**src/core/srcc_defs.svh**
```systemverilog
`ifndef SRCC_DEFS_SVH
`define SRCC_DEFS_SVH
// Functional notes
// sync events reach the processor output only while primary bit 6 is set; reset is off.
// software must enable the receiver (bit 5) before the processor (bit 6).
// primary bit 5 powers the sync receiver when set and is off after reset.
// primary bit 4 selects fine delay steps for the windowing taps and position status; the code applies it to the delay taps only.
// primary bits 3:0 pick the sync capture delay tap, chosen from the capture position.
// software must leave the delay tap field at zero to use automatic sync calibration.
// with secondary bit 3 and the marker enable both set, the sync level replaces sample LSBs.
// the sample marker from sync is inserted only when decimation is bypassed (factor one).
// secondary bit 0 inverts the sync signal before it is processed.
// secondary bit 2 puts the device clock input into dc-coupled low-voltage pecl mode.
// secondary bit 1 puts the sync input into dc-coupled low-voltage pecl mode.
// tertiary bit 4 holds the clock converter feedback gain and resets to one.
// tertiary bit 2 enables analog supply noise suppression.
// tertiary bits 1:0 select the sampling clock delay, one-hot, resetting to one.
// a 24-bit read-only capture position status tells where the sync edge falls.

// ==========================================
// register addresses on the serial port
`define SRCC_ADDR_PRIMARY 15'h0029
`define SRCC_ADDR_SECONDARY 15'h002A
`define SRCC_ADDR_TERTIARY 15'h002B
`define SRCC_ADDR_POS0 15'h002C
`define SRCC_ADDR_POS1 15'h002D
`define SRCC_ADDR_POS2 15'h002E

// ==========================================
// reset values
`define SRCC_RST_PRIMARY 8'h00
`define SRCC_RST_SECONDARY 8'h00
`define SRCC_RST_TERTIARY 8'h11

// ==========================================
// field positions
`define SRCC_PRI_PROC_EN 6
`define SRCC_PRI_RECV_EN 5
`define SRCC_PRI_FINE 4
`define SRCC_PRI_TAP_HI 3
`define SRCC_PRI_TAP_LO 0
`define SRCC_SEC_MARKER 3
`define SRCC_SEC_DEVCLK_DC 2
`define SRCC_SEC_SYNC_DC 1
`define SRCC_SEC_INVERT 0
`define SRCC_TER_FB_GAIN 4
`define SRCC_TER_NOISE 2
`define SRCC_TER_DEL_HI 1
`define SRCC_TER_DEL_LO 0

// ==========================================
// serial frame layout: one direction bit, address, then data bytes
`define SRCC_HDR_BITS 16
`define SRCC_BYTE_BITS 8
`endif

```
**src/core/srcc_pkg.sv**
```systemverilog
package srcc_pkg;
    typedef enum logic [2:0] {
        SPI_IDLE = 3'b001,
        SPI_HDR = 3'b010,
        SPI_DATA = 3'b100
    } srcc_spi_state_t;
endpackage

```
**src/core/srcc_top.sv**
```systemverilog
`timescale 1ns/10ps
`include "srcc_defs.svh"
module srcc_top #(
    parameter int SAMPLE_W = 12,
    parameter int TAP_DEPTH = 32
) (
    input wire logic ref_clk,
    input wire logic nrst,
    input wire logic spi_sclk,
    input wire logic spi_cs_n,
    input wire logic spi_sdi,
    output logic spi_sdo,
    input wire logic sync_pin,
    input wire logic [23:0] sync_capture_position,
    input wire logic sample_marker_enable,
    input wire logic decim_bypass,
    input wire logic [SAMPLE_W-1:0] sample_in,
    output logic [SAMPLE_W-1:0] sample_out,
    output logic sync_event,
    output logic sync_receiver_enable,
    output logic sync_processor_enable,
    output logic sync_window_fine_steps,
    output logic [3:0] sync_delay_tap_select,
    output logic device_clock_dc_mode,
    output logic sync_input_dc_mode,
    output logic sync_polarity_invert,
    output logic sync_as_sample_marker,
    output logic clock_feedback_gain,
    output logic analog_supply_noise_suppress,
    output logic [1:0] sampling_clock_delay
);
    // ==========================================
    // serial port
    logic wr_stb;
    logic [14:0] addr;
    logic [7:0] wdata;
    logic [7:0] rdata;
    logic [7:0] clock_control_primary_r;
    logic [7:0] clock_control_secondary_r;
    logic [7:0] clock_control_tertiary_r;

    srcc_spi_slave u_spi (
        .ref_clk(ref_clk),
        .nrst(nrst),
        .spi_sclk(spi_sclk),
        .spi_cs_n(spi_cs_n),
        .spi_sdi(spi_sdi),
        .spi_sdo(spi_sdo),
        .wr_stb(wr_stb),
        .addr(addr),
        .wdata(wdata),
        .rdata(rdata)
    );

    // read mux; unmapped addresses read zero, position bytes are read-only
    function automatic logic [7:0] read_byte(input logic [14:0] a, input logic [7:0] p,
        input logic [7:0] s, input logic [7:0] t, input logic [23:0] pos);
        case (a)
            `SRCC_ADDR_PRIMARY: read_byte = p;
            `SRCC_ADDR_SECONDARY: read_byte = s;
            `SRCC_ADDR_TERTIARY: read_byte = t;
            `SRCC_ADDR_POS0: read_byte = pos[7:0];
            `SRCC_ADDR_POS1: read_byte = pos[15:8];
            `SRCC_ADDR_POS2: read_byte = pos[23:16];
            default: read_byte = 8'h00;
        endcase
    endfunction

    assign rdata = read_byte(addr, clock_control_primary_r, clock_control_secondary_r,
        clock_control_tertiary_r, sync_capture_position);

    // ==========================================
    // configuration registers; reserved bits are kept as written
    always_ff @(posedge ref_clk or negedge nrst) begin
        if (!nrst) begin
            clock_control_primary_r <= `SRCC_RST_PRIMARY;
        end else if (wr_stb && addr == `SRCC_ADDR_PRIMARY) begin
            clock_control_primary_r <= wdata;
        end
    end

    always_ff @(posedge ref_clk or negedge nrst) begin
        if (!nrst) begin
            clock_control_secondary_r <= `SRCC_RST_SECONDARY;
        end else if (wr_stb && addr == `SRCC_ADDR_SECONDARY) begin
            clock_control_secondary_r <= wdata;
        end
    end

    always_ff @(posedge ref_clk or negedge nrst) begin
        if (!nrst) begin
            clock_control_tertiary_r <= `SRCC_RST_TERTIARY;
        end else if (wr_stb && addr == `SRCC_ADDR_TERTIARY) begin
            clock_control_tertiary_r <= wdata;
        end
    end

    assign sync_processor_enable = clock_control_primary_r[`SRCC_PRI_PROC_EN];
    assign sync_receiver_enable = clock_control_primary_r[`SRCC_PRI_RECV_EN];
    assign sync_window_fine_steps = clock_control_primary_r[`SRCC_PRI_FINE];
    assign sync_delay_tap_select = clock_control_primary_r[`SRCC_PRI_TAP_HI:`SRCC_PRI_TAP_LO];
    assign sync_as_sample_marker = clock_control_secondary_r[`SRCC_SEC_MARKER];
    assign device_clock_dc_mode = clock_control_secondary_r[`SRCC_SEC_DEVCLK_DC];
    assign sync_input_dc_mode = clock_control_secondary_r[`SRCC_SEC_SYNC_DC];
    assign sync_polarity_invert = clock_control_secondary_r[`SRCC_SEC_INVERT];
    assign clock_feedback_gain = clock_control_tertiary_r[`SRCC_TER_FB_GAIN];
    assign analog_supply_noise_suppress = clock_control_tertiary_r[`SRCC_TER_NOISE];
    assign sampling_clock_delay =
        clock_control_tertiary_r[`SRCC_TER_DEL_HI:`SRCC_TER_DEL_LO];

    // ==========================================
    // sync input path
    logic [1:0] sync_s;
    logic sync_rx;
    logic [TAP_DEPTH-1:0] dly_r;
    logic dly_sel_r;
    logic dly_prev_r;

    // coarse steps span two cycles, fine steps one; tap 0 of the field is the shortest delay
    function automatic logic [4:0] tap_index(input logic fine, input logic [3:0] sel);
        tap_index = fine ? {1'b0, sel} : {sel, 1'b0};
    endfunction

    always_ff @(posedge ref_clk or negedge nrst) begin
        if (!nrst) begin
            sync_s <= 2'h0;
        end else begin
            sync_s <= {sync_s[0], sync_pin};
        end
    end

    // receiver off forces a quiet line; inversion happens before any processing
    assign sync_rx = sync_receiver_enable & (sync_s[1] ^ sync_polarity_invert);

    always_ff @(posedge ref_clk or negedge nrst) begin
        if (!nrst) begin
            dly_r <= '0;
            dly_sel_r <= 1'b0;
            dly_prev_r <= 1'b0;
        end else begin
            dly_r <= {dly_r[TAP_DEPTH-2:0], sync_rx};
            dly_sel_r <= dly_r[tap_index(sync_window_fine_steps, sync_delay_tap_select)];
            dly_prev_r <= dly_sel_r;
        end
    end

    // the processor reacts to rising edges only while enabled
    always_ff @(posedge ref_clk or negedge nrst) begin
        if (!nrst) begin
            sync_event <= 1'b0;
        end else begin
            sync_event <= sync_processor_enable & dly_sel_r & ~dly_prev_r;
        end
    end

    // ==========================================
    // sample marker insertion
    logic marker_on;
    assign marker_on = sync_as_sample_marker & sample_marker_enable & decim_bypass;

    always_ff @(posedge ref_clk or negedge nrst) begin
        if (!nrst) begin
            sample_out <= '0;
        end else if (marker_on) begin
            sample_out <= {sample_in[SAMPLE_W-1:1], sync_rx};
        end else begin
            sample_out <= sample_in;
        end
    end
endmodule

```
**src/core/srcc_spi_slave.sv**
```systemverilog
`timescale 1ns/10ps
`include "srcc_defs.svh"
module srcc_spi_slave (
    input wire logic ref_clk,
    input wire logic nrst,
    input wire logic spi_sclk,
    input wire logic spi_cs_n,
    input wire logic spi_sdi,
    output logic spi_sdo,
    output logic wr_stb,
    output logic [14:0] addr,
    output logic [7:0] wdata,
    input wire logic [7:0] rdata
);
    // ==========================================
    // pin synchronisers; sclk must stay below ref_clk/8
    logic [2:0] sclk_s;
    logic [2:0] cs_s;
    logic [1:0] sdi_s;
    logic sclk_rise;
    logic sclk_fall;
    srcc_pkg::srcc_spi_state_t st_r;
    logic [4:0] cnt_r;
    logic rnw_r;
    logic load_r;
    logic [14:0] hdr_r;
    logic [7:0] sh_r;

    always_ff @(posedge ref_clk or negedge nrst) begin
        if (!nrst) begin
            sclk_s <= 3'h0;
            cs_s <= 3'h7;
            sdi_s <= 2'h0;
        end else begin
            sclk_s <= {sclk_s[1:0], spi_sclk};
            cs_s <= {cs_s[1:0], spi_cs_n};
            sdi_s <= {sdi_s[0], spi_sdi};
        end
    end

    assign sclk_rise = sclk_s[1] & ~sclk_s[2];
    assign sclk_fall = ~sclk_s[1] & sclk_s[2];

    // ==========================================
    // frame state: header, then bytes streamed with ascending address
    always_ff @(posedge ref_clk or negedge nrst) begin
        if (!nrst) begin
            st_r <= srcc_pkg::SPI_IDLE;
            cnt_r <= 5'h00;
            rnw_r <= 1'b0;
            hdr_r <= 15'h0000;
            addr <= 15'h0000;
            wdata <= 8'h00;
            wr_stb <= 1'b0;
            load_r <= 1'b0;
        end else begin
            wr_stb <= 1'b0;
            load_r <= 1'b0;
            if (cs_s[1]) begin
                st_r <= srcc_pkg::SPI_IDLE;
                cnt_r <= 5'h00;
            end else begin
                case (st_r)
                    srcc_pkg::SPI_IDLE: begin
                        st_r <= srcc_pkg::SPI_HDR;
                        cnt_r <= 5'h00;
                    end
                    srcc_pkg::SPI_HDR: begin
                        if (sclk_rise) begin
                            if (cnt_r == 5'h00) begin
                                rnw_r <= sdi_s[1];
                            end else begin
                                hdr_r <= {hdr_r[13:0], sdi_s[1]};
                            end
                            cnt_r <= cnt_r + 5'h01;
                            if (cnt_r == 5'(`SRCC_HDR_BITS - 1)) begin
                                st_r <= srcc_pkg::SPI_DATA;
                                cnt_r <= 5'h00;
                                addr <= {hdr_r[13:0], sdi_s[1]};
                                load_r <= 1'b1;
                            end
                        end
                    end
                    srcc_pkg::SPI_DATA: begin
                        if (sclk_rise) begin
                            cnt_r <= cnt_r + 5'h01;
                            if (cnt_r == 5'(`SRCC_BYTE_BITS - 1)) begin
                                cnt_r <= 5'h00;
                                wdata <= {sh_r[6:0], sdi_s[1]};
                                wr_stb <= ~rnw_r;
                            end
                        end
                        // advance after the write pulse so it uses this byte's address
                        if (wr_stb || (rnw_r && sclk_rise && cnt_r == 5'(`SRCC_BYTE_BITS - 1))) begin
                            addr <= addr + 15'h0001;
                            load_r <= rnw_r;
                        end
                    end
                    default: st_r <= srcc_pkg::SPI_IDLE;
                endcase
            end
        end
    end

    // ==========================================
    // shift register and read data out on falling sclk
    always_ff @(posedge ref_clk or negedge nrst) begin
        if (!nrst) begin
            sh_r <= 8'h00;
            spi_sdo <= 1'b0;
        end else begin
            if (load_r) begin
                sh_r <= rdata;
            end else if (sclk_rise && st_r == srcc_pkg::SPI_DATA) begin
                sh_r <= {sh_r[6:0], sdi_s[1]};
            end
            if (sclk_fall && st_r == srcc_pkg::SPI_DATA && rnw_r) begin
                spi_sdo <= sh_r[7];
            end
        end
    end
endmodule

```
**config.mk**
```make
export PLATFORM = sky130hd
export DESIGN_NAME = srcc_top
export DESIGN_NICKNAME = d
export VERILOG_FILES = /design/src/core/srcc_pkg.sv /design/src/core/srcc_top.sv /design/src/core/srcc_spi_slave.sv
export VERILOG_INCLUDE_DIRS = /design/src /design/src/core
export SDC_FILE = /design/constraint.sdc
export NUM_CORES = 1
export LEC_CHECK = 0
export BUFFER_PORTS_ARGS = -buffer_cell sky130_fd_sc_hd__buf_2
export CAP_MARGIN = 20
export CORE_MARGIN = 2
export CORE_UTILIZATION = 62
export CTS_BUF_LIST = sky130_fd_sc_hd__clkbuf_4 sky130_fd_sc_hd__clkbuf_8
export DETAILED_ROUTE_END_ITERATION = 16
export GPL_TIMING_DRIVEN = 0
export PLACE_DENSITY = 0.84
export SETUP_SLACK_MARGIN = 0.5
export SLEW_MARGIN = 20
export SYNTH_ARGS = -nofsm -noshare
export SYNTH_HDL_FRONTEND = slang
export SYNTH_SLANG_ARGS = --single-unit
```
**constraint.sdc**
```tcl
create_clock -name ref_clk -period 3.6 [get_ports ref_clk]
set_clock_uncertainty 0.1 [all_clocks]
set_input_delay 0.72 -clock ref_clk [delete_from_list [all_inputs] [get_ports ref_clk]]
set_output_delay 0.72 -clock ref_clk [all_outputs]
set_load 0.02 [all_outputs]
```
==> impl_results.md, run 1 <==
* Max cap viols at 0
* Synth top cells by count: dfrtp_1 (132), mux2_2 (51), a21oi_1 (48)
* Row cnt at 35
* Top-area cell type share of the netlist area at 0.551
* Library cell with the highest instance count after synthesis: dfrtp_1
* Cell chain of the critical path: ha_1 > and2_1 > nand2_1 > inv_1 > ha_1 > nand3b_1 > a2111o_1 > a21oi_1 > buf_2 > a21oi_1 > a21oi_1
* CP dominant cell by count: a21oi_1
* Async S/R FF share, synth at 1.00
* Post-Syn Nets at 558
* Pins Over Slew Limit at 0
* Synth unique cells at 63
* H-tree depth at 4
* CP max-delay cell: a2111o_1
* Non-filler instance count after layout at 739
* Area of the multi-input gates at 2370 um^2
* Worst VDD drop at 0.484 mV
* GPL Wtd Cong at 0.888
* Total CTS buffers at 17
* WL final at 14200 um
* Crit Path Max Fanout at 10
* Tot GR Track Use at 0.289
* Fraction of layout cells with a size suffix above 1 at 0.297
* Fill count at 620
* Slew margin rel. at 0.350
* Die area at 10500 um^2
* Max Clk Rate at 0.364 GHz
* Synth area leader: dfrtp_1
* Worst EP arrival at 3.01 ns
* Post-layout util at 0.748
* Register area share after synthesis at 0.573
* Worst Reg2Reg Path Length in Cells at 11
* Worst slew pin tran at 0.961 ns
* Vias in the first global route at 4662
* Crit path buf inv count at 2
* Final period utilization at 0.764
* Die width at 102 um
* Type of origin of the critical path: register
* Final Hold Violating Endpoints at 0
* Worst EP required at 3.86 ns
* Largest net degree at the start of global routing at 76
* Warnings, synthesis at 0
* Ys flop type: dfrtp_1
* Outcome: completed
* Yosys reg bits at 137
* CP top delay family: compound AO/OA/AOI/OAI gates
* GR Overflow Total at 0
* Die height at 102 um
* Ports at 73
* Drt drc at 0
* Number of synthesized flops with an enable pin at 0
* R2r startpoint: u_spi.cnt_r[0]
* DRT Pass-1 Iters at 6
* DP HPWL at 9560 um
* Post-layout minimum cycle time at 2.75 ns
* CTS Hold Bufs at 0
* Initial antenna violation count at 0
* Placed insts at 708
* Port Buf Inserts at 72
* Avg WL per Cell at 19.3 um
* Mean post-synth cell area at 11.9 um^2
* Vias/cell at 6.18
* Core ar. at 9330 um^2
* Cell count along the critical path at 11
* Post-DRT Antenna Nets at 0
* RSZ-0062 raised after global routing: no
* Main area contributors after synthesis: dfrtp_1 (55%), mux2_2 (9.6%), a21oi_1 (4.0%)
* # clock sinks at 137
* Register area at 3430 um^2
* Leakage at 3.30 nW
* R2r setup slk at 0.85 ns
* Area Growth Syn to Fin at 16.4%
* Critical path type: register to register
* Power Total at 0.00374 W
* CTS Buffer Depth at 2
* Initial DRC Count at 270
* Clk pin slew, worst setup/hold paths at 0.08 ns
* Clk Latency, worst-skew pair at 0.45 ns
* Crit. End Element: register
* Capture point of the worst reg-to-reg path: u_spi.addr[6]
* Initial Utilization at 0.643
* Post-Syn Area at 6000 um^2
* Cells after synthesis at 506
* Min-Delay Path Class: input pin to async pin
* Diode count at 0
* Routed vias at 4567
* # nets final at 650
* Final setup violation count at 0
* Pwr Density at 536 nW/um^2
* First-pass GRT wire length at 23100 um
* CTS tree: done
* Worst path max stage delay at 0.47 ns
* Root Driver: clkbuf_8
[metal layers]
layer / track usage / part of all wire
met1: 0.378 / 0.42
met2: 0.474 / 0.50
met3: 0.0602 / 0.063
met4: 0.122 / 0.021
met5: 0 / 0
[state kept, by name (all words and copies together), names as in the netlist, 3 cells and up]
name                       count
u_spi.st_r                     3
clock_control_tertiary_r       8
sample_out                    12
u_spi.cnt_r                    5
u_spi.sh_r                     8
clock_control_secondary_r      8
u_spi.addr                    15
clock_control_primary_r        8
dly_r                         32
u_spi.hdr_r                   14
u_spi.sclk_s                   3
u_spi.wdata                    8
[how the worst max path moves through the flow]
| stage | startpoint | end | slack (ns) |
|---|---|---|---|
| global route | u_spi.cnt_r[0] | u_spi.addr[5] | 0.62 |
| detailed placement | u_spi.cnt_r[0] | u_spi.addr[1] | 0.77 |
| CTS | u_spi.cnt_r[0] | u_spi.addr[1] | 0.74 |
| floorplan | u_spi.cnt_r[0] | u_spi.addr[1] | 1.22 |
| global placement | nrst | sample_out[11] | -0.001 |
| finish | u_spi.cnt_r[0] | u_spi.addr[6] | 0.85 |
[per-stage QoR]
| step | hold slack (ns) | TNS [ns] | setup slack [ns] | area, um^2 |
|---|---|---|---|---|
| floorplan | 0.231 | 0 | 1.22 | 6000 |
| global placement | 0.233 | -0.00896 | -0.00101 | 6520 |
| detailed placement | 0.235 | 0 | 0.771 | 6560 |
| CTS | 0.110 | 0 | 0.741 | 6980 |
| global route | 0.139 | 0 | 0.624 | 6980 |
| finish | 0.0974 | 0 | 0.851 | 6980 |
[layout make-up]
cell class,instances,area share
plain buffers,29,0.0199
clock buffers,23,0.0436
clock inverters,8,0.0168
inverters,15,0.00807
multi-input cells,325,0.339
flip-flops and latches,137,0.492
well taps,129,0.0231
repair buffers,73,0.0570
[layout by cell type (no fill, tap or decap), types with 3 or more instances in the layout]
cell       count
dfrtp_1      132
o22ai_1        8
a21o_1         3
a21oi_1       48
nor2b_1        5
nand2b_1       4
clkbuf_1      17
ha_1           8
a31oi_1        6
bufinv_16      3
clkbuf_8      21
mux2i_1        8
nor3b_1        5
inv_1         15
nor4_1         3
a222oi_1       7
o21ai_0       24
dfstp_2        5
nor2_1        31
clkinv_2       4
nand2_1       24
a211oi_1       3
mux2_2        51
o31ai_1        4
buf_2         73
a22oi_1       10
buf_4          7
nand3_1       13
a2bb2oi_1      5
nand4_1        6
nor3_1         4
[cells by family (layout without fill, tap and decap cells)]
group | count (synthesis) | after routing | share of synthesized area
DFF | 137 | 137 | 0.573
AOI/OAI and AO/OA | 132 | 132 | 0.139
and+or+nand+nor | 123 | 123 | 0.123
xor gates and xnor gates | 2 | 2 | 0.00292
buffers and inverters | 44 | 148 | 0.0323
muxes | 60 | 60 | 0.113
adders and majority gates | 8 | 8 | 0.0167
[timing repair]
action,in CTS,in global routing
buffers inserted,0,0
gates resized for setup,0,2
setup endpoints to repair,0,1
[power breakdown]
group / internal (W) / switching (W)
logic: 0.000233 / 0.000332
clock network: 0.000766 / 0.000566
registers: 0.00167 / 0.000176
total: 0.00267 / 0.00107
Power figures use the tool's default switching activity.
==> inputs of run 2 (changes only) <==
Settings changed: CORE_UTILIZATION 62 to 60, PLACE_DENSITY 0.84 to 0.82.
Clock period 3.6 ns to 2.8 ns, I/O delays scaled along.
==> impl_results.md, run 2 (synthesized netlist as in run 1, its figures left out) <==
* Min-delay src: spi_cs_n
* Max cap viols at 0 (unchanged)
* Drt drc at 0 (unchanged)
* Vias/cell at 6.15 (-0.49%)
* Area of the multi-input gates at 2490 um^2 (+5.3%)
* Worst slew pin tran at 0.844 ns (-0.117 ns)
* Type of origin of the critical path: register
* Initial DRC Count at 228 (-16%)
* R2r startpoint: u_spi.cnt_r[1]
* Fraction of layout cells with a size suffix above 1 at 0.356 (+0.0589)
* Register area at 3430 um^2 (unchanged)
* Worst EP arrival at 2.61 ns (-0.40 ns)
* Pwr Density at 686 nW/um^2 (+28%)
* Fill count at 652 (+5.2%)
* Placed insts at 712 (+0.56%)
* Core ar. at 9730 um^2 (+4.3%)
* Largest net degree at the start of global routing at 74 (-2.6%)
* Port Buf Inserts at 72 (unchanged)
* Die width at 104 um (+1.6%)
* Capture point of the worst reg-to-reg path: u_spi.addr[12]
* Critical path type: register to register
* Leakage at 3.44 nW (+4.3%)
* CTS tree: done
* Largest registers: dly_r (32), u_spi.addr (15), u_spi.hdr_r (14)
* Ports at 73 (unchanged)
* Slew margin rel. at 0.432 (+0.0816)
* Routed vias at 4674 (+2.3%)
* Vias in the first global route at 4725 (+1.4%)
* Crit. End Element: register
* Worst Reg2Reg Path Length in Cells at 12 (+1)
* R2r setup slk at 0.46 ns (-0.39 ns)
* First-pass GRT wire length at 23300 um (+0.92%)
* Worst EP required at 3.07 ns (-0.79 ns)
* Avg WL per Cell at 18.7 um (-3.0%)
* Initial Utilization at 0.617 (-0.0265)
* WL final at 14200 um (-0.28%)
* Row cnt at 36 (+2.9%)
* Root Driver: clkbuf_8
* Most frequent cells in the layout: dfrtp_1 (132), buf_2 (72), mux2_2 (51)
* Outcome: completed
* CTS Buffer Depth at 2 (unchanged)
* Clk Latency, worst-skew pair at 0.45 ns (about the same)
* Clk pin slew, worst setup/hold paths at 0.07 ns (about the same)
* Min-Delay Path Class: input pin to register
* DP Worst Slack at 0.189 ns (-0.582 ns)
* Final Hold Violating Endpoints at 0 (unchanged)
* Crit Path Max Fanout at 5 (-5)
* Post-layout minimum cycle time at 2.34 ns (-0.410 ns)
* Die height at 104 um (+1.6%)
* Non-filler instance count after layout at 760 (+2.8%)
* Max Clk Rate at 0.427 GHz (+18%)
* H-tree depth at 4 (unchanged)
* Final period utilization at 0.835 (+0.0717)
* Total CTS buffers at 17 (unchanged)
* # nets final at 666 (+2.5%)
* Area Growth Syn to Fin at 22.2%
* Hold depth at 1
* Post-DRT Antenna Nets at 0 (unchanged)
* Diode count at 0 (unchanged)
* Tot GR Track Use at 0.273 (-0.0163)
* RSZ-0062 raised after global routing: yes
* Biggest register: dly_r
* Pins Over Slew Limit at 0 (unchanged)
* Setup ws final at 0.461 ns (-0.390 ns)
* Die area at 10800 um^2 (+3.2%)
* DRT Pass-1 Iters at 7 (+1)
* Final setup violation count at 0 (unchanged)
* Commonest non-fill, non-tap cell in the layout: dfrtp_1
* DP HPWL at 9480 um (-0.85%)
* GPL Wtd Cong at 0.868 (-2.2%)
* Worst VDD drop at 0.875 mV (+81%)
* Initial antenna violation count at 0 (unchanged)
* # clock sinks at 137 (unchanged)
* GR Overflow Total at 0 (unchanged)
* Max reg flops at 32 (unchanged)
* WHS Endpoint: u_spi.cs_s[0]
## run 2: routing by layer
layer / GRT usage / routed length [um] / share of wire / up-vias
met2: 0.457 / 7310 / 0.51 / 210
li1: - / - / - / 2077
met1: 0.344 / 5580 / 0.39 / 2352
met4: 0.112 / 310 / 0.022 / 0
met3: 0.0639 / 997 / 0.070 / 35
met5: 0 / 0 / 0 / -
## run 2: repair_timing
action                     CTS  global route
pin swaps                    4             3
resized for setup           24            24
setup endpoints to repair   40            58
hold endpoints to repair    59             0
cloned                       2             0
hold buffers                 1             0
setup buffers               11             2
## run 2: final cells by class
class                      count  share of cell area
buffer                        29              0.0215
clock buffer                  23              0.0406
clock inverter                 9              0.0232
inverter                      15             0.00768
multi-input combinational    325               0.340
sequential                   137               0.469
tap                          133              0.0227
timing repair buffer          89              0.0753
## run 2: worst max-delay path by stage
stage	start	to	cells after the start	slack (ns)
after floorplan	u_spi.cnt_r[0]	u_spi.addr[0]	11	0.54
after CTS	u_spi.cnt_r[1]	u_spi.addr[10]	12	0.49
final	u_spi.cnt_r[1]	u_spi.addr[12]	12	0.46
after detailed placement	u_spi.cnt_r[0]	u_spi.addr[5]	11	0.19
after global routing	u_spi.cnt_r[1]	u_spi.addr[12]	12	0.34
after global placement	nrst	sample_out[11]	1	-0.65
## run 2: critical path, stage by stage, from the launching register on
cell and delay, ns:
dfrtp_1 0.38, ha_2 0.20, and2_4 0.14, nand2_2 0.06, inv_2 0.07, ha_4 0.12, nand3b_1 0.10, a2111o_1 0.45
a21oi_4 0.22, buf_6 0.14, buf_8 0.11, a21oi_2 0.06, a21oi_1 0.11
## run 2: report_power, final
| group | internal [W] | leakage, nW | total [W] | switching, W |
|---|---|---|---|---|
| Combinational | 0.000346 | 1.41 | 0.000796 | 0.000450 |
| Sequential | 0.00214 | 1.79 | 0.00237 | 0.000223 |
| Clock | 0.00116 | 0.244 | 0.00187 | 0.000712 |
## run 2: metrics by stage
stage               power, W  hold WS [ns]  area [um^2]  utilization  setup TNS, ns
floorplan            0.00283         0.164         6000            -              0
global placement     0.00303         0.233         6530        0.671         -84.87
detailed placement   0.00308         0.235         6570        0.675              0
CTS                  0.00496         0.103         7220        0.743              0
global route         0.00523        0.0965         7330        0.753              0
finish               0.00503         0.113         7330        0.753              0
==> inputs of run 3 (changes only) <==
Clock period 2.8 ns to 2.2 ns, I/O delays scaled along.
==> impl_results.md, run 3 (synthesized netlist as in run 1, its figures left out) <==
* Max Clk Rate at 0.413 GHz (-3.4%)
* Vias/cell at 6.73 (+9.5%)
* Leakage at 3.94 nW (+15%)
* Root Driver: clkbuf_8
* Ports at 73 (unchanged)
* Biggest register: dly_r
* Clk Latency, worst-skew pair at 0.46 ns (about the same)
* Clk pin slew, worst setup/hold paths at 0.08 ns (about the same)
* Critical path type: register to register
* Routed vias at 5500 (+18%)
* Max reg flops at 32 (unchanged)
* Commonest non-fill, non-tap cell in the layout: dfrtp_1
* Setup ws final at -0.222 ns (-0.683 ns)
* DP Worst Slack at -0.232 ns (-0.421 ns)
* Initial DRC Count at 541 (+140%)
* Die area at 10800 um^2 (unchanged)
* Final Hold Violating Endpoints at 0 (unchanged)
* Type of origin of the critical path: register
* Largest registers: dly_r (32), u_spi.addr (15), u_spi.hdr_r (14)
* RSZ-0062 raised after global routing: yes
* Largest net degree at the start of global routing at 73 (-1.4%)
* Pwr Density at 788 nW/um^2 (+15%)
* Worst Reg2Reg Path Length in Cells at 12 (unchanged)
* Crit Path Max Fanout at 7 (+2)
* DRT Pass-1 Iters at 6 (-1)
* Tot GR Track Use at 0.332 (+0.0588)
* Met3 routed WL at 1640 um (+65%)
* Row cnt at 36 (unchanged)
* Initial antenna violation count at 0 (unchanged)
* Final setup violation count at 27 (+27)
* WL final at 20500 um (+44%)
* Slew margin rel. at 0.540 (+0.107)
* Worst VDD drop at 0.605 mV (-31%)
* Initial Utilization at 0.617 (unchanged)
* CTS tree: done
* Crit. End Element: register
* Max cap viols at 0 (unchanged)
* Area of the multi-input gates at 2920 um^2 (+17%)
* Avg WL per Cell at 25.0 um (+34%)
* Area Growth Syn to Fin at 39.7%
* Post-layout minimum cycle time at 2.42 ns (+0.0830 ns)
* Post-layout util at 0.861 (+0.108)
* Die width at 104 um (unchanged)
* GPL Wtd Cong at 0.858 (-1.1%)
* Die height at 104 um (unchanged)
* Post-DRT Antenna Nets at 0 (unchanged)
* Worst EP arrival at 2.65 ns (+0.04 ns)
* Port Buf Inserts at 72 (unchanged)
* Met2 routed WL at 10000 um (+38%)
* # clock sinks at 137 (unchanged)
* First-pass GRT wire length at 27700 um (+19%)
* Total CTS buffers at 17 (unchanged)
* Worst slew pin tran at 0.685 ns (-0.159 ns)
* Register area at 3440 um^2 (+0.22%)
* Failing checks: setup timing
* Met1 WL at 7010 um (+26%)
* CTS Buffer Depth at 2 (unchanged)
* Fill count at 432 (-34%)
* DP HPWL at 9180 um (-3.2%)
* Vias in the first global route at 5322 (+13%)
* Most frequent cells in the layout: dfrtp_1 (126), buf_2 (64), buf_4 (38)
* GR Overflow Total at 0 (unchanged)
* Core ar. at 9730 um^2 (unchanged)
* R2r setup slk at -0.22 ns (-0.68 ns)
* Worst EP required at 2.42 ns (-0.65 ns)
* Fraction of layout cells with a size suffix above 1 at 0.485 (+0.130)
* H-tree depth at 4 (unchanged)
* Pins Over Slew Limit at 0 (unchanged)
* DR top layer: met4
* Diode count at 0 (unchanged)
* Drt drc at 0 (unchanged)
* Hold depth at 2 (+1)
* Min-Delay Path Class: input pin to register
* Outcome: finished with violations
* Final period utilization at 1.10 (+0.266)
* # nets final at 723 (+8.6%)
## run 3: cell count changes in the layout (fill, tap and decap cells not counted), sizes merged
| cell | delta |
|---|---|
| clkinvlp | +2 |
| dlygate4sd3 | +15 |
| clkbuf | +4 |
| buf | +39 |
| bufinv | -4 |
| clkinv | +1 |
## run 3: layout make-up
cell class                      count  share of cell area
Tap cell                          133              0.0199
Sequential cell                   137               0.411
Timing Repair Buffer              146               0.137
Inverter                           15             0.00732
Multi-Input combinational cell    325               0.348
Clock inverter                      8             0.00836
Buffer                             29              0.0321
Clock buffer                       24              0.0364
## run 3: final timing paths
path | from | end
min reg2reg | dly_r[21] | dly_r[22]
max | u_spi.cnt_r[1] | u_spi.addr[4]
min | sample_in[0] | sample_out[0]
max in group asynchronous | nrst | clock_control_tertiary_r[4]
min in group asynchronous | nrst | dly_r[30]
max reg2reg | u_spi.cnt_r[1] | u_spi.addr[4]
## run 3: per-layer routing
metal | vias up | GRT usage
met4 | 0 | 0.179
met2 | 442 | 0.564
li1 | 2193 | -
met1 | 2700 | 0.389
met3 | 165 | 0.0808
met5 | - | 0
## run 3: worst max-delay path, stage by stage, from the launching register on
cell and delay [ns]:
dfrtp_1 0.37, ha_2 0.19, and2_4 0.16, nand2_4 0.06
inv_4 0.07, ha_4 0.12, nand3b_1 0.10, a2111o_1 0.49
a21oi_4 0.18, buf_12 0.15, buf_8 0.13, buf_6 0.10
a22oi_2 0.07
## run 3: per-stage QoR
| stage | instance area (um^2) | power (W) | cells | TNS (ns) | hold slack, ns |
|---|---|---|---|---|---|
| 2_1_floorplan | 6110 | 0.00367 | 506 | 0 | 0.0444 |
| 3_3_place_gp | 6640 | 0.00392 | 711 | -156.93 | 0.232 |
| 3_5_place_dp | 6680 | 0.00399 | 712 | -4.56 | 0.235 |
| 4_1_cts | 7900 | 0.00625 | 798 | -1.83 | 0.132 |
| 5_1_grt | 8380 | 0.00680 | 817 | -5.07 | 0.112 |
| 6_report | 8380 | 0.00660 | 817 | -2.98 | 0.114 |
## run 3: timing repair
action,in CTS,in global routing
pin swaps,40,16
setup buffers,35,18
endpoints found under the setup margin,86,88
gates cloned,3,1
hold buffers,16,0
endpoints found under the hold margin,77,0
resized for setup,116,74
## run 3: report_power, final
group	total, W	internal (W)	switching, W	leakage (nW)
combinational	0.00155	0.000731	0.000817	1.97
clock	0.00201	0.00102	0.000984	0.196
sequential	0.00305	0.00273	0.000320	1.78
total	0.00660	0.00448	0.00212	3.94
